<file path="config.mk">
export PLATFORM = sky130hd
export DESIGN_NAME = gpio_ports
export DESIGN_NICKNAME = d
export VERILOG_FILES = /design/src/design/gpio_port_pkg.sv /design/src/design/pin_sync.sv /design/src/design/gpio_ports.sv
export SDC_FILE = /design/constraint.sdc
export NUM_CORES = 1
export LEC_CHECK = 0
export ABC_AREA = 1
export BUFFER_PORTS_ARGS = -buffer_cell sky130_fd_sc_hd__buf_2
export CORE_MARGIN = 8
export CORE_UTILIZATION = 59
export CTS_BUF_LIST = sky130_fd_sc_hd__clkbuf_2
export DETAILED_ROUTE_END_ITERATION = 6
export GPL_TIMING_DRIVEN = 0
export PLACE_DENSITY = 0.95
export SLEW_MARGIN = 15
export SYNTH_ARGS = -nofsm -noshare
export SYNTH_HDL_FRONTEND = slang
export SYNTH_SLANG_ARGS = --single-unit
</file>
<file path="constraint.sdc">
create_clock -name CLK_IN -period 10.4 [get_ports CLK_IN]
set_input_delay 2.08 -clock CLK_IN [delete_from_list [all_inputs] [get_ports CLK_IN]]
set_output_delay 2.08 -clock CLK_IN [all_outputs]
set_load 0.03 [all_outputs]
</file>
<file path="src/design/gpio_port_pkg.sv">
// constants shared by the parallel port block: register map, reset values,
// field positions and per-port bit masks.
// assumes a 32-bit AXI4-Lite register bus with byte addresses below 8'h40.
package gpio_port_pkg;

  localparam int NPORT  = 3;  // 0: wide port, 1: mixed port, 2: nibble port
  localparam int SYNC_W = 28; // wide 8 + mixed 8 + nibble 4 + input-only 8

  // per-port register offsets: data, configuration, pin levels
  localparam logic [7:0] DATA_OFF [NPORT] = '{8'h00, 8'h0C, 8'h18};
  localparam logic [7:0] CFG_OFF  [NPORT] = '{8'h04, 8'h10, 8'h1C};
  localparam logic [7:0] PIN_OFF  [NPORT] = '{8'h08, 8'h14, 8'h20};

  localparam logic [7:0] OUT_DATA_OFF   = 8'h24;
  localparam logic [7:0] IN_PIN_OFF     = 8'h28;
  localparam logic [7:0] IRQ_STATUS_OFF = 8'h2C;
  localparam logic [7:0] IRQ_MASK_OFF   = 8'h30;
  localparam logic [7:0] OSC_CTRL_OFF   = 8'h34;
  localparam logic [7:0] ADDR_ALIGN     = 8'hFC;

  // implemented bits of data and configuration per port
  localparam logic [7:0] DAT_MASK [NPORT] = '{8'hFF, 8'hFF, 8'h0F};
  localparam logic [7:0] CFG_MASK [NPORT] = '{8'hFF, 8'h3F, 8'h0F};

  localparam logic [7:0] PORT_DAT_RESET = 8'h00;
  localparam logic [7:0] PORT_OEN_RESET = 8'hFF;
  localparam logic [7:0] OUT_PORT_RESET = 8'hFF;
  localparam logic [7:0] ZERO_BYTE      = 8'h00;

  // mixed-port bit positions of the alternate functions
  localparam int G_EXT_INT_BIT = 0;
  localparam int G_TIMER_BIT   = 3;
  localparam int G_SER_OUT_BIT = 4;
  localparam int G_SER_CLK_BIT = 5;
  localparam int G_SER_IN_BIT  = 6;
  localparam int G_HALT_BIT    = 7;
  localparam logic [7:0] G_HALT_MASK = 8'h80;

  // oscillator option codes (two option bits)
  localparam logic [1:0] OSC_CRYSTAL  = 2'h0;
  localparam logic [1:0] OSC_RC       = 2'h2;
  localparam logic [1:0] OSC_EXTERNAL = 2'h3;
  localparam logic [1:0] OSC_RESET    = 2'h0;

  // interrupt status bits
  localparam int ST_W        = 3;
  localparam int ST_EXT_INT  = 0;
  localparam int ST_HALT_IN  = 1;
  localparam int ST_RESTART  = 2;
  localparam logic [ST_W-1:0] ST_RESET = 3'h0;

  localparam logic [1:0] RESP_OKAY   = 2'h0;
  localparam logic [1:0] RESP_SLVERR = 2'h2;

endpackage

</file>
<file path="src/design/pin_sync.sv">
// two-stage synchroniser for all pin inputs of the port block.
// assumes pins are asynchronous to clk_in; only stage two is visible outside.
`timescale 1ns/1ns
module pin_sync
  import gpio_port_pkg::*;
(
  input  wire logic              clk_in,
  input  wire logic              rst_in,
  input  wire logic              ce_in,
  input  wire logic [SYNC_W-1:0] async_in,
  output logic      [SYNC_W-1:0] sync_out
);
  logic [SYNC_W-1:0] meta_q;

  always_ff @(posedge clk_in or posedge rst_in) begin
    if (rst_in) begin
      meta_q   <= '0;
      sync_out <= '0;
    end else if (ce_in) begin
      meta_q   <= async_in;
      sync_out <= meta_q;
    end
  end
endmodule

</file>
<file path="src/design/gpio_ports.sv">
// parallel i/o ports of a small controller behind an AXI4-Lite slave:
// wide and nibble bidirectional ports, mixed port, output-only and input-only.
// assumes board logic resolves each pin from its out, oe_n and pull-up signals.
//
// How it works
// - wide/nibble bit: cfg,data pick hi-z/pull-up/low/high
// - mixed port bits 0-5 use the same encoding
// - mixed: six i/o, two input-only, all synchronised
// - config writes to mixed bits 6,7 ignored
// - mixed config bits 6,7 read zero
// - writing mixed data bit 7 enters halt
// - halt stops clock for rc/crystal options
// - wide, mixed, nibble port: data, config, pin-read locations
// - nibble port: bits 4-7 not implemented
// - output-only port forced high during reset
// - input-only port reads pin levels
// - mixed bits carry alternate-function taps
// - reset clears port data and config
// - non-crystal option: bit 7 input, halt restart
`timescale 1ns/1ns
module gpio_ports
  import gpio_port_pkg::*;
(
  input  wire logic        CLK_IN,
  input  wire logic        RST_IN,
  input  wire logic        CE_IN,
  input  wire logic [7:0]  AWADDR_IN,
  input  wire logic        AWVALID_IN,
  output logic             AWREADY_OUT,
  input  wire logic [31:0] WDATA_IN,
  input  wire logic [3:0]  WSTRB_IN,
  input  wire logic        WVALID_IN,
  output logic             WREADY_OUT,
  output logic [1:0]       BRESP_OUT,
  output logic             BVALID_OUT,
  input  wire logic        BREADY_IN,
  input  wire logic [7:0]  ARADDR_IN,
  input  wire logic        ARVALID_IN,
  output logic             ARREADY_OUT,
  output logic [31:0]      RDATA_OUT,
  output logic [1:0]       RRESP_OUT,
  output logic             RVALID_OUT,
  input  wire logic        RREADY_IN,
  input  wire logic [7:0]  L_PIN_IN,
  output logic [7:0]       L_PIN_OUT,
  output logic [7:0]       L_PIN_OE_N_OUT,
  output logic [7:0]       L_PULLUP_OUT,
  input  wire logic [7:0]  G_PIN_IN,
  output logic [7:0]       G_PIN_OUT,
  output logic [7:0]       G_PIN_OE_N_OUT,
  output logic [7:0]       G_PULLUP_OUT,
  input  wire logic [3:0]  C_PIN_IN,
  output logic [3:0]       C_PIN_OUT,
  output logic [3:0]       C_PIN_OE_N_OUT,
  output logic [3:0]       C_PULLUP_OUT,
  output logic [7:0]       D_PIN_OUT,
  input  wire logic [7:0]  I_PIN_IN,
  output logic             EXTERNAL_INTERRUPT_INPUT_OUT,
  output logic             TIMER_IO_PIN_OUT,
  output logic             SERIAL_DATA_PIN_OUT,
  output logic             SERIAL_SHIFT_CLOCK_OUT,
  output logic             SERIAL_INPUT_PIN_OUT,
  output logic             HALT_CONTROL_BIT_OUT,
  output logic             CLOCK_INPUT_STOP_OUT,
  output logic             OSCILLATOR_OUTPUT_EN_OUT,
  output logic             IRQ_OUT
);
  import gpio_port_pkg::*;

  // bus slave state
  logic            aw_rdy_q;
  logic            w_rdy_q;
  logic            b_vld_q;
  logic [1:0]      b_resp_q;
  logic [7:0]      aw_addr_q;
  logic [7:0]      w_data_q;
  logic            w_stb_q;
  logic            ar_rdy_q;
  logic            r_vld_q;
  logic [1:0]      r_resp_q;
  logic [31:0]     r_data_q;

  // port state, index as in the package
  logic [7:0]      dat_q [NPORT];
  logic [7:0]      oen_q [NPORT];
  logic [7:0]      pu_q  [NPORT];
  logic [7:0]      dat_d [NPORT];
  logic [7:0]      oen_d [NPORT];
  logic [7:0]      pin_v [NPORT];
  logic [7:0]      port_rd [NPORT];
  logic [NPORT-1:0] port_hit;

  logic [7:0]      out_q;
  logic [1:0]      osc_q;
  logic [ST_W-1:0] sts_q;
  logic [ST_W-1:0] mask_q;
  logic            irq_q;
  logic            clk_stop_q;
  logic            osc_en_q;
  logic            g7_prev_q;
  logic            int_prev_q;
  logic [SYNC_W-1:0] pin_s;

  pin_sync u_sync (
    .clk_in   (CLK_IN),
    .rst_in   (RST_IN),
    .ce_in    (CE_IN),
    .async_in ({I_PIN_IN, C_PIN_IN, G_PIN_IN, L_PIN_IN}),
    .sync_out (pin_s)
  );

  // write decode
  wire       wr_go    = ~aw_rdy_q & ~w_rdy_q & ~b_vld_q;
  wire       wr_en    = wr_go & w_stb_q;
  wire       we_out   = wr_en & (aw_addr_q == OUT_DATA_OFF);
  wire       we_sts   = wr_en & (aw_addr_q == IRQ_STATUS_OFF);
  wire       we_mask  = wr_en & (aw_addr_q == IRQ_MASK_OFF);
  wire       we_osc   = wr_en & (aw_addr_q == OSC_CTRL_OFF);

  // read decode; araddr is aligned to a word before compare
  wire [7:0] ar_addr  = ARADDR_IN & ADDR_ALIGN;
  wire       ar_go    = ARVALID_IN & ar_rdy_q;

  // pin levels as seen by software, unimplemented bits read zero
  assign pin_v[0] = pin_s[7:0];
  assign pin_v[1] = pin_s[15:8];
  assign pin_v[2] = {4'h0, pin_s[19:16]};
  wire [7:0] in_pins = pin_s[27:20];

  // halt: bit 7 of the mixed data register is the halt state itself
  wire       halt      = dat_q[1][G_HALT_BIT];
  wire       crystal   = ~osc_q[1];
  wire       g7_s      = pin_v[1][G_HALT_BIT];
  wire       restart   = halt & ~crystal & g7_s & ~g7_prev_q;
  wire       halt_wr   = wr_en & (aw_addr_q == DATA_OFF[1]) & w_data_q[G_HALT_BIT];
  wire       halt_set  = halt_wr & ~halt;
  // an edge is seen only if each phase spans a sample, which the source ensures
  wire       ext_int   = pin_v[1][G_EXT_INT_BIT];
  wire       int_edge  = ext_int & ~int_prev_q;

  wire [ST_W-1:0] ev = {restart, halt_set, int_edge};
  wire [ST_W-1:0] sts_clr = we_sts ? w_data_q[ST_W-1:0] : ST_RESET;
  // a new event wins over a clear in the same cycle
  wire [ST_W-1:0] sts_d = (sts_q & ~sts_clr) | ev;
  wire [ST_W-1:0] mask_d = we_mask ? w_data_q[ST_W-1:0] : mask_q;
  wire [1:0]      osc_d  = we_osc ? w_data_q[1:0] : osc_q;
  wire            halt_d = dat_d[1][G_HALT_BIT];

  genvar p;
  generate
    for (p = 0; p < NPORT; p++) begin : g_port
      wire we_dat = wr_en & (aw_addr_q == DATA_OFF[p]);
      wire we_cfg = wr_en & (aw_addr_q == CFG_OFF[p]);
      // restart only touches the halt bit of the mixed port
      wire [7:0] clr = (p == 1 && restart) ? G_HALT_MASK : ZERO_BYTE;

      assign dat_d[p] = ((we_dat ? w_data_q : dat_q[p]) & DAT_MASK[p]) & ~clr;
      // input-only and missing bits keep their enable off
      assign oen_d[p] = we_cfg ? ~(w_data_q & CFG_MASK[p]) : oen_q[p];

      // data, config and pin locations read back per port
      assign port_hit[p] = (ar_addr == DATA_OFF[p]) | (ar_addr == CFG_OFF[p])
                         | (ar_addr == PIN_OFF[p]);
      assign port_rd[p]  = ((ar_addr == DATA_OFF[p]) ? dat_q[p] : ZERO_BYTE)
                         | ((ar_addr == CFG_OFF[p]) ? (~oen_q[p] & CFG_MASK[p]) : ZERO_BYTE)
                         | ((ar_addr == PIN_OFF[p]) ? pin_v[p] : ZERO_BYTE);

      // drivers change only in the bits written and in mixed bit 7 on restart, all from flops
      always_ff @(posedge CLK_IN or posedge RST_IN) begin
        if (RST_IN) begin
          dat_q[p] <= PORT_DAT_RESET;
          oen_q[p] <= PORT_OEN_RESET;
          pu_q[p]  <= PORT_DAT_RESET;
        end else if (CE_IN) begin
          dat_q[p] <= dat_d[p];
          oen_q[p] <= oen_d[p];
          pu_q[p]  <= oen_d[p] & dat_d[p];
        end
      end
    end
  endgenerate

  wire       misc_hit = (ar_addr == OUT_DATA_OFF) | (ar_addr == IN_PIN_OFF)
                      | (ar_addr == IRQ_STATUS_OFF) | (ar_addr == IRQ_MASK_OFF)
                      | (ar_addr == OSC_CTRL_OFF);
  wire [7:0] misc_rd  = ((ar_addr == OUT_DATA_OFF) ? out_q : ZERO_BYTE)
                      | ((ar_addr == IN_PIN_OFF) ? in_pins : ZERO_BYTE)
                      | ((ar_addr == IRQ_STATUS_OFF) ? {5'h0, sts_q} : ZERO_BYTE)
                      | ((ar_addr == IRQ_MASK_OFF) ? {5'h0, mask_q} : ZERO_BYTE)
                      | ((ar_addr == OSC_CTRL_OFF) ? {6'h00, osc_q} : ZERO_BYTE);
  wire       rd_hit   = (|port_hit) | misc_hit;
  wire [7:0] rd_val   = port_rd[0] | port_rd[1] | port_rd[2] | misc_rd;

  // write address and data are taken independently, answer after both
  always_ff @(posedge CLK_IN or posedge RST_IN) begin
    if (RST_IN) begin
      aw_rdy_q  <= 1'b1;
      w_rdy_q   <= 1'b1;
      b_vld_q   <= 1'b0;
      b_resp_q  <= RESP_OKAY;
      aw_addr_q <= ZERO_BYTE;
      w_data_q  <= ZERO_BYTE;
      w_stb_q   <= 1'b0;
    end else if (CE_IN) begin
      if (AWVALID_IN && aw_rdy_q) begin
        aw_rdy_q  <= 1'b0;
        aw_addr_q <= AWADDR_IN & ADDR_ALIGN;
      end
      if (WVALID_IN && w_rdy_q) begin
        w_rdy_q  <= 1'b0;
        w_data_q <= WDATA_IN[7:0];
        w_stb_q  <= WSTRB_IN[0];
      end
      if (wr_go) begin
        b_vld_q  <= 1'b1;
        b_resp_q <= (rd_wr_hit(aw_addr_q)) ? RESP_OKAY : RESP_SLVERR;
      end else if (b_vld_q && BREADY_IN) begin
        b_vld_q  <= 1'b0;
        aw_rdy_q <= 1'b1;
        w_rdy_q  <= 1'b1;
      end
    end
  end

  function automatic logic rd_wr_hit(input logic [7:0] a);
    rd_wr_hit = 1'b0;
    for (int i = 0; i < NPORT; i++) begin
      if (a == DATA_OFF[i] || a == CFG_OFF[i] || a == PIN_OFF[i]) begin
        rd_wr_hit = 1'b1;
      end
    end
    if (a == OUT_DATA_OFF || a == IN_PIN_OFF || a == IRQ_STATUS_OFF
        || a == IRQ_MASK_OFF || a == OSC_CTRL_OFF) begin
      rd_wr_hit = 1'b1;
    end
  endfunction

  always_ff @(posedge CLK_IN or posedge RST_IN) begin
    if (RST_IN) begin
      ar_rdy_q <= 1'b1;
      r_vld_q  <= 1'b0;
      r_resp_q <= RESP_OKAY;
      r_data_q <= '0;
    end else if (CE_IN) begin
      if (ar_go) begin
        ar_rdy_q <= 1'b0;
        r_vld_q  <= 1'b1;
        r_resp_q <= rd_hit ? RESP_OKAY : RESP_SLVERR;
        r_data_q <= {24'h000000, rd_hit ? rd_val : ZERO_BYTE};
      end else if (r_vld_q && RREADY_IN) begin
        r_vld_q  <= 1'b0;
        ar_rdy_q <= 1'b1;
      end
    end
  end

  // output-only port, interrupt logic and clock control
  always_ff @(posedge CLK_IN or posedge RST_IN) begin
    if (RST_IN) begin
      out_q      <= OUT_PORT_RESET;
      osc_q      <= OSC_RESET;
      sts_q      <= ST_RESET;
      mask_q     <= ST_RESET;
      irq_q      <= 1'b0;
      clk_stop_q <= 1'b0;
      osc_en_q   <= 1'b0;
      g7_prev_q  <= 1'b0;
      int_prev_q <= 1'b0;
    end else if (CE_IN) begin
      out_q      <= we_out ? w_data_q : out_q;
      osc_q      <= osc_d;
      sts_q      <= sts_d;
      mask_q     <= mask_d;
      irq_q      <= |(sts_d & mask_d);
      clk_stop_q <= halt_d & (osc_d != OSC_EXTERNAL);
      osc_en_q   <= ~osc_d[1];
      g7_prev_q  <= g7_s;
      int_prev_q <= ext_int;
    end
  end

  assign AWREADY_OUT = aw_rdy_q;
  assign WREADY_OUT  = w_rdy_q;
  assign BVALID_OUT  = b_vld_q;
  assign BRESP_OUT   = b_resp_q;
  assign ARREADY_OUT = ar_rdy_q;
  assign RVALID_OUT  = r_vld_q;
  assign RRESP_OUT   = r_resp_q;
  assign RDATA_OUT   = r_data_q;

  assign L_PIN_OUT      = dat_q[0];
  assign L_PIN_OE_N_OUT = oen_q[0];
  assign L_PULLUP_OUT   = pu_q[0];
  assign G_PIN_OUT      = dat_q[1];
  assign G_PIN_OE_N_OUT = oen_q[1];
  assign G_PULLUP_OUT   = pu_q[1];
  assign C_PIN_OUT      = dat_q[2][3:0];
  assign C_PIN_OE_N_OUT = oen_q[2][3:0];
  assign C_PULLUP_OUT   = pu_q[2][3:0];
  assign D_PIN_OUT      = out_q;

  // alternate-function taps: pin taps are synchronised levels, halt, clock stop, oscillator and irq come from flops
  assign EXTERNAL_INTERRUPT_INPUT_OUT = pin_s[8 + G_EXT_INT_BIT];
  assign TIMER_IO_PIN_OUT             = pin_s[8 + G_TIMER_BIT];
  assign SERIAL_DATA_PIN_OUT          = pin_s[8 + G_SER_OUT_BIT];
  assign SERIAL_SHIFT_CLOCK_OUT       = pin_s[8 + G_SER_CLK_BIT];
  assign SERIAL_INPUT_PIN_OUT         = pin_s[8 + G_SER_IN_BIT];
  assign HALT_CONTROL_BIT_OUT         = dat_q[1][G_HALT_BIT];
  assign CLOCK_INPUT_STOP_OUT         = clk_stop_q;
  assign OSCILLATOR_OUTPUT_EN_OUT     = osc_en_q;
  assign IRQ_OUT                      = irq_q;
endmodule

</file>
=== After elaboration in Yosys (flattened, before gate mapping) ===
Cells that the tools add are included.

* Register bits: 173
* Input bits: 88

* Reductions and logical operators: 27
* Muxes and demuxes: 45
* Bitwise gates (word level): 67
* Eq/ne operators: 27

{| class="wikitable"
|+ Operators by type and width
! operator !! number
|-
| two-way mux 8 bit || 14
|-
| equality test 6 x 4 -> 1 bit, second input constant || 12
|-
| equality test 6 x 3 -> 1 bit, second input constant || 8
|-
| OR 8 bit || 6
|-
| AND 8 bit || 3
|-
| equality test 6 x 2 -> 1 bit, second input constant || 4
|-
| inverter 8 bit || 3
|-
| AND 1 bit || 21
|-
| two-way mux 1 bit || 18
|-
| zero test 8 bit || 2
|-
| two-way mux 4 bit || 4
|-
| OR 8 x 3 -> 8 bit || 2
|-
| AND reduction 2 bit || 7
|-
| equality test 6 x 1 -> 1 bit, second input constant || 2
|-
| two-way mux 3 bit || 4
|-
| OR 1 bit || 11
|-
| logical OR 1 bit || 10
|-
| two-way mux 2 bit || 4
|-
| inverter 4 -> 8 bit || 1
|-
| inverter 6 -> 8 bit || 1
|-
| OR 4 bit || 2
|-
| OR 8 x 2 -> 8 bit || 1
|-
| OR 8 x 4 -> 8 bit || 1
|-
| OR 8 x 6 -> 8 bit || 1
|-
| other kinds (12) || 24
|}

=== Depth between registers and ports, before layout ===
Gate-level depths: netlist (run 1).

* Word-level depth: 11
* Mapped depth: 11
* Depth with buffers taken out: 11

=== Cells and area by module ===
Synthesis (run 1) repeated with hierarchy kept, for this count alone.

* Cell total of the unflattened synthesis: 987
* Area, all modules: 7932.6 µm²

{| class="wikitable"
|+ By module, submodules not included
! module !! times used !! cells each !! area each (µm²)
|-
| gpio_ports || 1 || 749 || 5799.3
|-
| pin_sync || 1 || 238 || 2133.3
|}

=== Least setup slack after synthesis (run 1) ===
Ideal clock, no wire load.

* Path kind: input-to-reg
* From: input port ARADDR_IN[7]
* To: register r_data_q[0] (netlist: RDATA_OUT[0])
* Setup time: 0.066 ns
* Stages on the path: 10
* Arrival time: 2.967 ns
* Slack: 7.367 ns
* Required time: 10.334 ns
* Cells stage by stage: nor2_2 buf_4 nand3_1 nor2_1 nand2_1 o21ai_0 nor2_1 nand3_1 nand2_1 nand2_1

* Cells in the longest elaborated chain, start to end: 8

{| class="wikitable"
|+ RTL lines
! item !! line !! text
|-
| from (decl) || gpio_ports.sv:37 || <nowiki>input wire logic [7:0] ARADDR_IN,</nowiki>
|-
| equality test 6 x 1 -> 1 bit (tied with other cells) || gpio_ports.sv:162, gpio_ports.sv:165 ||
|-
| two-way mux 8 bit (tied with other cells) || gpio_ports.sv:165 || <nowiki>| ((ar_addr == CFG_OFF[p]) ? (~oen_q[p] & CFG_MASK[p]) : ZERO_BYTE)</nowiki>
|-
| OR 8 bit (tied with other cells) || gpio_ports.sv:165 ||
|-
| OR 8 bit / OR 8 x 3 -> 8 bit (equally long branches) || gpio_ports.sv:166, gpio_ports.sv:188 ||
|-
| OR 8 bit / OR 8 x 3 -> 8 bit (equally long branches) || gpio_ports.sv:192, gpio_ports.sv:189 ||
|-
| OR 8 x 4 -> 8 bit / OR 8 x 2 -> 8 bit (equally long branches) || gpio_ports.sv:192, gpio_ports.sv:190 ||
|-
| OR 8 bit || gpio_ports.sv:192 || <nowiki>wire [7:0] rd_val = port_rd[0] | port_rd[1] | port_rd[2] | misc_rd;</nowiki>
|-
| two-way mux 8 bit (*) || gpio_ports.sv:249 || <nowiki>r_data_q <= {24'h000000, rd_hit ? rd_val : ZERO_BYTE};</nowiki>
|-
| to (signal assigned) || gpio_ports.sv:249 ||
|-
| to (decl) || gpio_ports.sv:81 || <nowiki>logic [31:0] r_data_q;</nowiki>
|}

Every way passes the cells marked *; elsewhere a longest branch is shown, timed or not.
A chain may end at the register's enable or synchronous reset.

=== Final worst setup path (run 1) ===
* From: register oen_q, in the netlist G_PIN_OE_N_OUT[3]
* To: output port G_PIN_OE_N_OUT[3]

{| class="wikitable"
|+ RTL lines
! item !! line !! text
|-
| from (decl) || gpio_ports.sv:85 || <nowiki>logic [7:0] oen_q [NPORT];</nowiki>
|-
| from (signal, indexed assignment) || gpio_ports.sv:176 || <nowiki>oen_q[p] <= oen_d[p];</nowiki>
|-
| to (decl) || gpio_ports.sv:50 || <nowiki>output logic [7:0] G_PIN_OE_N_OUT,</nowiki>
|}

No word-level cell between the ends.

==> results.sh, run 1 <==
export IMPL_rr_worst_depth=7
export IMPL_synthToLayoutAreaGrowth_pct=17.0
export IMPL_postSynthCellCount=981
export IMPL_grt_pass1_vias=7359
export IMPL_hold_class="register to register"
export IMPL_dp_hpwl_mm=19.4
export IMPL_grt_max_degree=102
export IMPL_drv_slew=0
export IMPL_routedWlPerCell_um=18.5
export IMPL_slew_headroom_pct=49.7
export IMPL_final_instance_count_excl_fill=1363
export IMPL_cts_buffers=17
export IMPL_yosysMostFrequentCell="nand2_1"
export IMPL_reg2reg_slack_ps=8600
export IMPL_pwr_density_cell_mw_per_mm2=215
export IMPL_overflow=0
export IMPL_dieArea_mm2=0.0174
export IMPL_synth_edf_count=0
export IMPL_dp_cells=1331
export IMPL_worst_slew_pin_slew_ps=754
export IMPL_fp_coreArea_mm2=0.0132
export IMPL_cts_path_max_buffers=2
export IMPL_post_cts_buffers=0
export IMPL_root_buffer="clkbuf_2"
export IMPL_synth_top_area_share_pct=42.9
export IMPL_synth_avg_cell_area_um2=8.09
export IMPL_crit_family="flip-flops"
export IMPL_finalCritPeriodShare_pct=36.5
export IMPL_vias_per_cell=5.61
export IMPL_first_iter_violations=874
export IMPL_worst_endpoint_arrival_ps=1710
export IMPL_ant_nets=0
export IMPL_antenna_found_initial=0
export IMPL_worstSkewPairLatency_ps=850
export IMPL_wl_met1_mm=9.75
export IMPL_synth_flop_cell="dfrtp_1"
export IMPL_postCtsHoldBufs=0
export IMPL_crit_path_top_delay_cell="dfstp_2"
export IMPL_worst_setup_path_type="register to output port"
export IMPL_netlist_top_cells_count="nand2_1 (325), dfrtp_1 (136), o21ai_0 (110)"
export IMPL_cts_sinks=167
export IMPL_worstHoldPathCells=2
export IMPL_status="complete, no violations"
export IMPL_die_y_um=132
export IMPL_ys_types=36
export IMPL_fillers=1063
export IMPL_crit_path_end_kind="output port"
export IMPL_drc=0
export IMPL_totalWireLength_mm=25.2
export IMPL_cts_resized=0
export IMPL_ys_ff_latch=167
export IMPL_cp_slowest_stage_delay_ps=650
export IMPL_p_leak_nw=4.77
export IMPL_fp_row_count=42
export IMPL_synth_area_top_cells="dfrtp_1 (43%), nand2_1 (15%), dfstp_2 (10%)"
export IMPL_ir_drop_uv=168
export IMPL_clkTransAtPathRegs_ps=300
export IMPL_worstPathRequired_ps=8320
export IMPL_fmax_ghz=0.264
export IMPL_crit_path_max_fanout=4
export IMPL_setup_viol=0
export IMPL_rr_endpoint="OSCILLATOR_OUTPUT_EN_OUT$_DFFE_PP0P_"
export IMPL_io_buffers=148
export IMPL_path_buf_inv=1
export IMPL_synth_area_leader_cell="dfrtp_1"
export IMPL_crit_chain="buf_2"
export IMPL_drtPass1Iterations=7
export IMPL_place_congestion=0.993
export IMPL_layout_drive_gt1_share_pct=23.1
export IMPL_maxCapViolations=0
export IMPL_skew_ps=58.7
export IMPL_timing_final_hold_violations=0
export IMPL_path_depth=1
export IMPL_io_pin_count=206
export IMPL_start_kind="register"
export IMPL_netlist_area_mm2=0.00794
export IMPL_track_usage_pct=29.0
export IMPL_wl_met2_mm=11.5
export IMPL_cts_tree="done"
export IMPL_die_w_um=132
export IMPL_topRoutingLayerUsed="met4"
export IMPL_reg_top3="u_sync.meta_q: 28 flops, u_sync.sync_out: 28 flops"
export IMPL_r2r_start="aw_addr_q[7]$_DFFE_PP0P_"
export IMPL_endpoint="G_PIN_OE_N_OUT[3]"
export IMPL_setup_tns_final_ps=0
export IMPL_fin_crit_ps=3790
export IMPL_start_util_pct=60.2
export IMPL_grt_pass1_wl_mm=39.5
export IMPL_htreeDepth=4
export IMPL_synth_warnings=0
export IMPL_crit_path_start="G_PIN_OE_N_OUT[3]$_DFFE_PP1P_"
export IMPL_wl_met3_mm=3.07
export IMPL_vias=7640
export IMPL_grt_setup_unrepaired="false"
export IMPL_async_flop_share_pct=100
export IMPL_antenna_diode_count=0
export IMPL_seq_area_frac_synth_pct=53.1
export IMPL_fin_nets=1262
==> worst min path at each step <==
stage / start / endpoint / slack, ps
after floorplan: u_sync.meta_q[15]$_DFFE_PP0P_ / u_sync.meta_q[15]$_DFFE_PP0P_ / 440
after global placement: G_PIN_OE_N_OUT[6]$_DFFE_PP1P_ / G_PIN_OE_N_OUT[6]$_DFFE_PP1P_ / 450
after detailed placement: BRESP_OUT[1]$_DFFE_PP0P_ / BRESP_OUT[1]$_DFFE_PP0P_ / 460
after CTS: G_PIN_OE_N_OUT[6]$_DFFE_PP1P_ / G_PIN_OE_N_OUT[6]$_DFFE_PP1P_ / 490
after global routing: G_PIN_OE_N_OUT[6]$_DFFE_PP1P_ / G_PIN_OE_N_OUT[6]$_DFFE_PP1P_ / 520
final: G_PIN_OE_N_OUT[6]$_DFFE_PP1P_ / G_PIN_OE_N_OUT[6]$_DFFE_PP1P_ / 490
==> where the power goes <==
part,internal [mW],switching [mW]
clock,0.117,0.253
combinational,0.180,0.484
sequential,0.820,0.145
total,1.12,0.882
==> per-layer routing <==
metal  vias up  GRT usage, %
met5         -             0
met4         0          13.5
met3        77          9.49
met2       490          44.5
met1      3577          36.5
li1       3496             -
==> cells by family (layout without fill, tap and decap cells) <==
group	count (synthesis)	after routing	synth area share [%]
AND/OR/NAND/NOR	471	471	24.9
multiplexers	2	2	0.284
flip-flops	167	167	53.1
AO/OA/AOI/OAI	187	187	12.6
buffers and inverters	153	334	9.06
other	1	26	0.0473
==> final cells by class <==
cell class                      instances  area, um2  share of cell area, %
Buffer                                 63        380                   4.10
Clock buffer                           17       85.1                  0.917
Clock inverter                         15        171                   1.85
Inverter                               90        347                   3.73
Multi-Input combinational cell        686       3090                   33.3
Sequential cell                       167       4220                   45.4
Tap cell                              176        220                   2.37
Timing Repair Buffer                  149        768                   8.28
==> stage by stage <==
step,hold slack [ps],worst slack [ps],power (mW),instance area [um2],util (%)
after CTS,489,6600,1.99,9280,70.4
after global routing,521,6580,2.09,9280,70.4
after floorplan,442,3850,1.39,8030,-
final,487,6610,2.00,9280,70.4
after detailed placement,458,6630,1.63,9030,68.4
after global placement,446,2250,1.60,8990,68.2
==> layout by cell type, fill, tap and decap left out, drive strengths merged <==
cell type  Yosys  layout
mux2           2       2
bufinv         0       2
inv           89      93
o211ai        13      13
nor2          78      78
dfrtp        136     136
o22ai          5       5
nand2        326     326
conb           1      26
nor3           6       6
a21oi         22      22
a22oi          2       2
o21a           4       4
nand4         12      12
clkinvlp       0       1
o21ai        139     139
nand3b         2       2
nor4           1       1
buf           41     190
clkbuf        22      39
dfstp         31      31
a31oi          1       1
o2bb2ai        1       1
nand3         45      45
clkinv         1       9
or2            1       1
(Power assumes the default switching activity.)
==> run 2: changes to the inputs <==
ABC_AREA = 0   (was 1)
CORE_UTILIZATION = 50   (was 59)
PLACE_DENSITY = 0.86   (was 0.95)
clock period = 3.2 ns   (was 10.4 ns; I/O delays follow)
==> run 2 against run 1 <==
Compared with the run above: final cell count shrank 19%; critical path depth is 5 higher; first-iteration DRC count shrank 33%; global-route usage fell by 5.1 points; total power rose to 2.8 times the previous value; clock skew shrank 21 ps; area after synthesis up 0.55%; sequential cell count unchanged; sequential share of layout area fell by 0.81 points; register-to-register slack got worse by 8100 ps; sequential power grew to 3.0 times the previous value; critical path type is now register to register; non-clock buffer count rose by 18.
==> results.sh, run 2 <==
export IMPL_status="complete, no violations"
export IMPL_cts_resized=0
export IMPL_synthToLayoutAreaGrowth_pct=18.4
export IMPL_start_util_pct=50.6
export IMPL_async_flop_share_pct=100
export IMPL_first_iter_violations=584
export IMPL_cts_path_max_buffers=2
export IMPL_io_buffers=145
export IMPL_pwr_density_cell_mw_per_mm2=600
export IMPL_netlist_area_mm2=0.00798
export IMPL_fp_row_count=46
export IMPL_ir_drop_uv=375
export IMPL_fmax_ghz=0.365
export IMPL_topRoutingLayerUsed="met5"
export IMPL_layout_drive_gt1_share_pct=40.1
export IMPL_grt_pass1_wl_mm=36.4
export IMPL_wl_met3_mm=2.42
export IMPL_io_pin_count=206
export IMPL_synth_warnings=0
export IMPL_worst_setup_path_type="register to register"
export IMPL_worstPathRequired_ps=3920
export IMPL_finalCritPeriodShare_pct=85.6
export IMPL_ys_types=64
export IMPL_slew_headroom_pct=32.8
export IMPL_fp_coreArea_mm2=0.0158
export IMPL_crit_path_end_kind="register"
export IMPL_grt_setup_unrepaired="false"
export IMPL_track_usage_pct=23.9
export IMPL_cts_tree="done"
export IMPL_fin_crit_ps=2740
export IMPL_hold_class="input port to register"
export IMPL_final_instance_count_excl_fill=1109
export IMPL_synth_top_area_share_pct=42.6
export IMPL_placed_cell_area_mm2=0.00917
export IMPL_crit_path_max_fanout=9
export IMPL_drv_slew=0
export IMPL_grt_pass1_vias=6346
export IMPL_worst_endpoint_arrival_ps=3460
export IMPL_start_kind="register"
export IMPL_clkTransAtPathRegs_ps=250
export IMPL_p_leak_nw=4.56
export IMPL_dp_cells=1069
export IMPL_vias_per_cell=5.78
export IMPL_fillers=1310
export IMPL_netlist_top_cells_count="dfrtp_1 (136), mux2_2 (95), nor2_1 (40)"
export IMPL_setup_viol=0
export IMPL_wl_met1_mm=9.82
export IMPL_fin_nets=967
export IMPL_overflow=0
export IMPL_die_y_um=142
export IMPL_holdWs_ps=70.2
export IMPL_drtPass1Iterations=5
export IMPL_ys_ff_latch=167
export IMPL_seq_area_frac_synth_pct=52.9
export IMPL_dp_hpwl_mm=18.4
export IMPL_worst_slew_pin_slew_ps=1000
export IMPL_layout_common_cells="buf_2 (150), dfrtp_1 (136), mux2_2 (95), nor2_1 (40), nand2_1 (38)"
export IMPL_final_common_cell="buf_2"
export IMPL_cts_buffers=17
export IMPL_timing_final_hold_violations=0
export IMPL_skew_ps=37.7
export IMPL_dp_slack_ps=380
export IMPL_reg_top3="u_sync.meta_q: 28 flops, u_sync.sync_out: 28 flops"
export IMPL_postSynthCellCount=678
export IMPL_synth_area_top_cells="dfrtp_1 (43%), mux2_2 (13%), dfstp_2 (10%)"
export IMPL_maxCapViolations=0
export IMPL_wl_met2_mm=11.3
export IMPL_die_w_um=142
export IMPL_root_buffer="clkbuf_2"
export IMPL_synth_area_leader_cell="dfrtp_1"
export IMPL_antenna_found_initial=2
export IMPL_cts_sinks=167
export IMPL_fin_area_mm2=0.00945
export IMPL_routedWlPerCell_um=21.7
export IMPL_totalWireLength_mm=24.0
export IMPL_p_total_mw=5.67
export IMPL_htreeDepth=4
export IMPL_drc=0
export IMPL_vias=6411
export IMPL_synth_edf_count=0
export IMPL_fin_ws_ps=460
export IMPL_dieArea_mm2=0.0203
export IMPL_worstSkewPairLatency_ps=770
export IMPL_grt_max_degree=38
export IMPL_synth_avg_cell_area_um2=11.8
export IMPL_yosysMostFrequentCell="dfrtp_1"
export IMPL_ant_nets=0
export IMPL_synth_flop_cell="dfrtp_1"
export IMPL_place_congestion=0.925
[run 2: cell count changes after synthesis, sizes merged, moves of 9 or more]
cell and delta:
a21o +10, o221ai +9, nor2 -38, inv -78
o211ai -10, a22o +9, nand2 -286, clkbuf +15
nand3 -30, mux2i +29, o21ai -113, mux2 +108
[run 2: logic make-up (layout without fill, tap and decap cells)]
| kind of cell | count (synthesis) | after routing | share of synthesized area (%) |
|---|---|---|---|
| AOI/OAI and AO/OA | 126 | 126 | 11.0 |
| and+or+nand+nor | 160 | 160 | 11.0 |
| muxes | 140 | 140 | 19.5 |
| DFF | 167 | 167 | 52.9 |
| other | 1 | 27 | 0.0470 |
| buffers and inverters | 84 | 273 | 5.52 |
[run 2: final timing paths]
kind                                            endpoint  cells after the start                         from  slack (ps)
setup reg to reg             G_PULLUP_OUT[5]$_DFFE_PP0P_                      6       WREADY_OUT$_DFFE_PP1P_         460
max in group asynchronous  L_PIN_OE_N_OUT[7]$_DFFE_PP1P_                      5                       RST_IN        1820
hold reg to reg              G_PULLUP_OUT[1]$_DFFE_PP0P_                      1  G_PULLUP_OUT[1]$_DFFE_PP0P_         510
hold / removal             u_sync.meta_q[11]$_DFFE_PP0P_                      2                  G_PIN_IN[3]          70
min in group asynchronous    C_PULLUP_OUT[2]$_DFFE_PP0P_                      3                       RST_IN         460
setup / recovery             G_PULLUP_OUT[5]$_DFFE_PP0P_                      6       WREADY_OUT$_DFFE_PP1P_         460
[run 2: worst max-delay path, cell delays in order (launching register included)]
cell and delay, ps:
dfstp_2 460, or4_1 550, buf_6 160, nor4_4 590, nor2_1 130, a2111oi_0 650
a21o_1 140
[run 2: metrics by stage]
step,util (%),setup TNS [ps]
after floorplan,-,0
after global placement,57.5,-67790
after detailed placement,58.1,0
after CTS,59.6,0
after global routing,59.9,0
final,59.9,0
[run 2: cell type report]
| class | instances | area [um2] | share of cell area (%) |
|---|---|---|---|
| flip-flops and latches | 167 | 4220 | 44.6 |
| multi-input cells | 452 | 3420 | 36.2 |
| repair buffers | 157 | 881 | 9.32 |
| plain buffers | 73 | 399 | 4.22 |
| well taps | 216 | 270 | 2.86 |
| clock inverters | 14 | 124 | 1.31 |
| clock buffers | 18 | 90.1 | 0.953 |
| inverters | 11 | 45.0 | 0.477 |
| diodes | 1 | 2.50 | 0.0265 |
[run 2: power by group]
part,leakage [nW],switching [mW],internal [mW],total [mW]
Clock,0.119,0.780,0.286,1.07
Sequential,2.02,0.404,2.50,2.91
Combinational,2.42,1.10,0.597,1.69
[run 2: repair_timing]
item / in CTS / in global routing
buffers inserted: 0 / 0
hold buffers: 2 / 5
endpoints found under the hold margin: 20 / 5
[run 2: metal layers]
layer,global-route usage (%),vias up
met4,8.50,2
met2,37.4,342
met3,6.94,43
li1,-,2848
met1,31.1,3176
met5,0,-
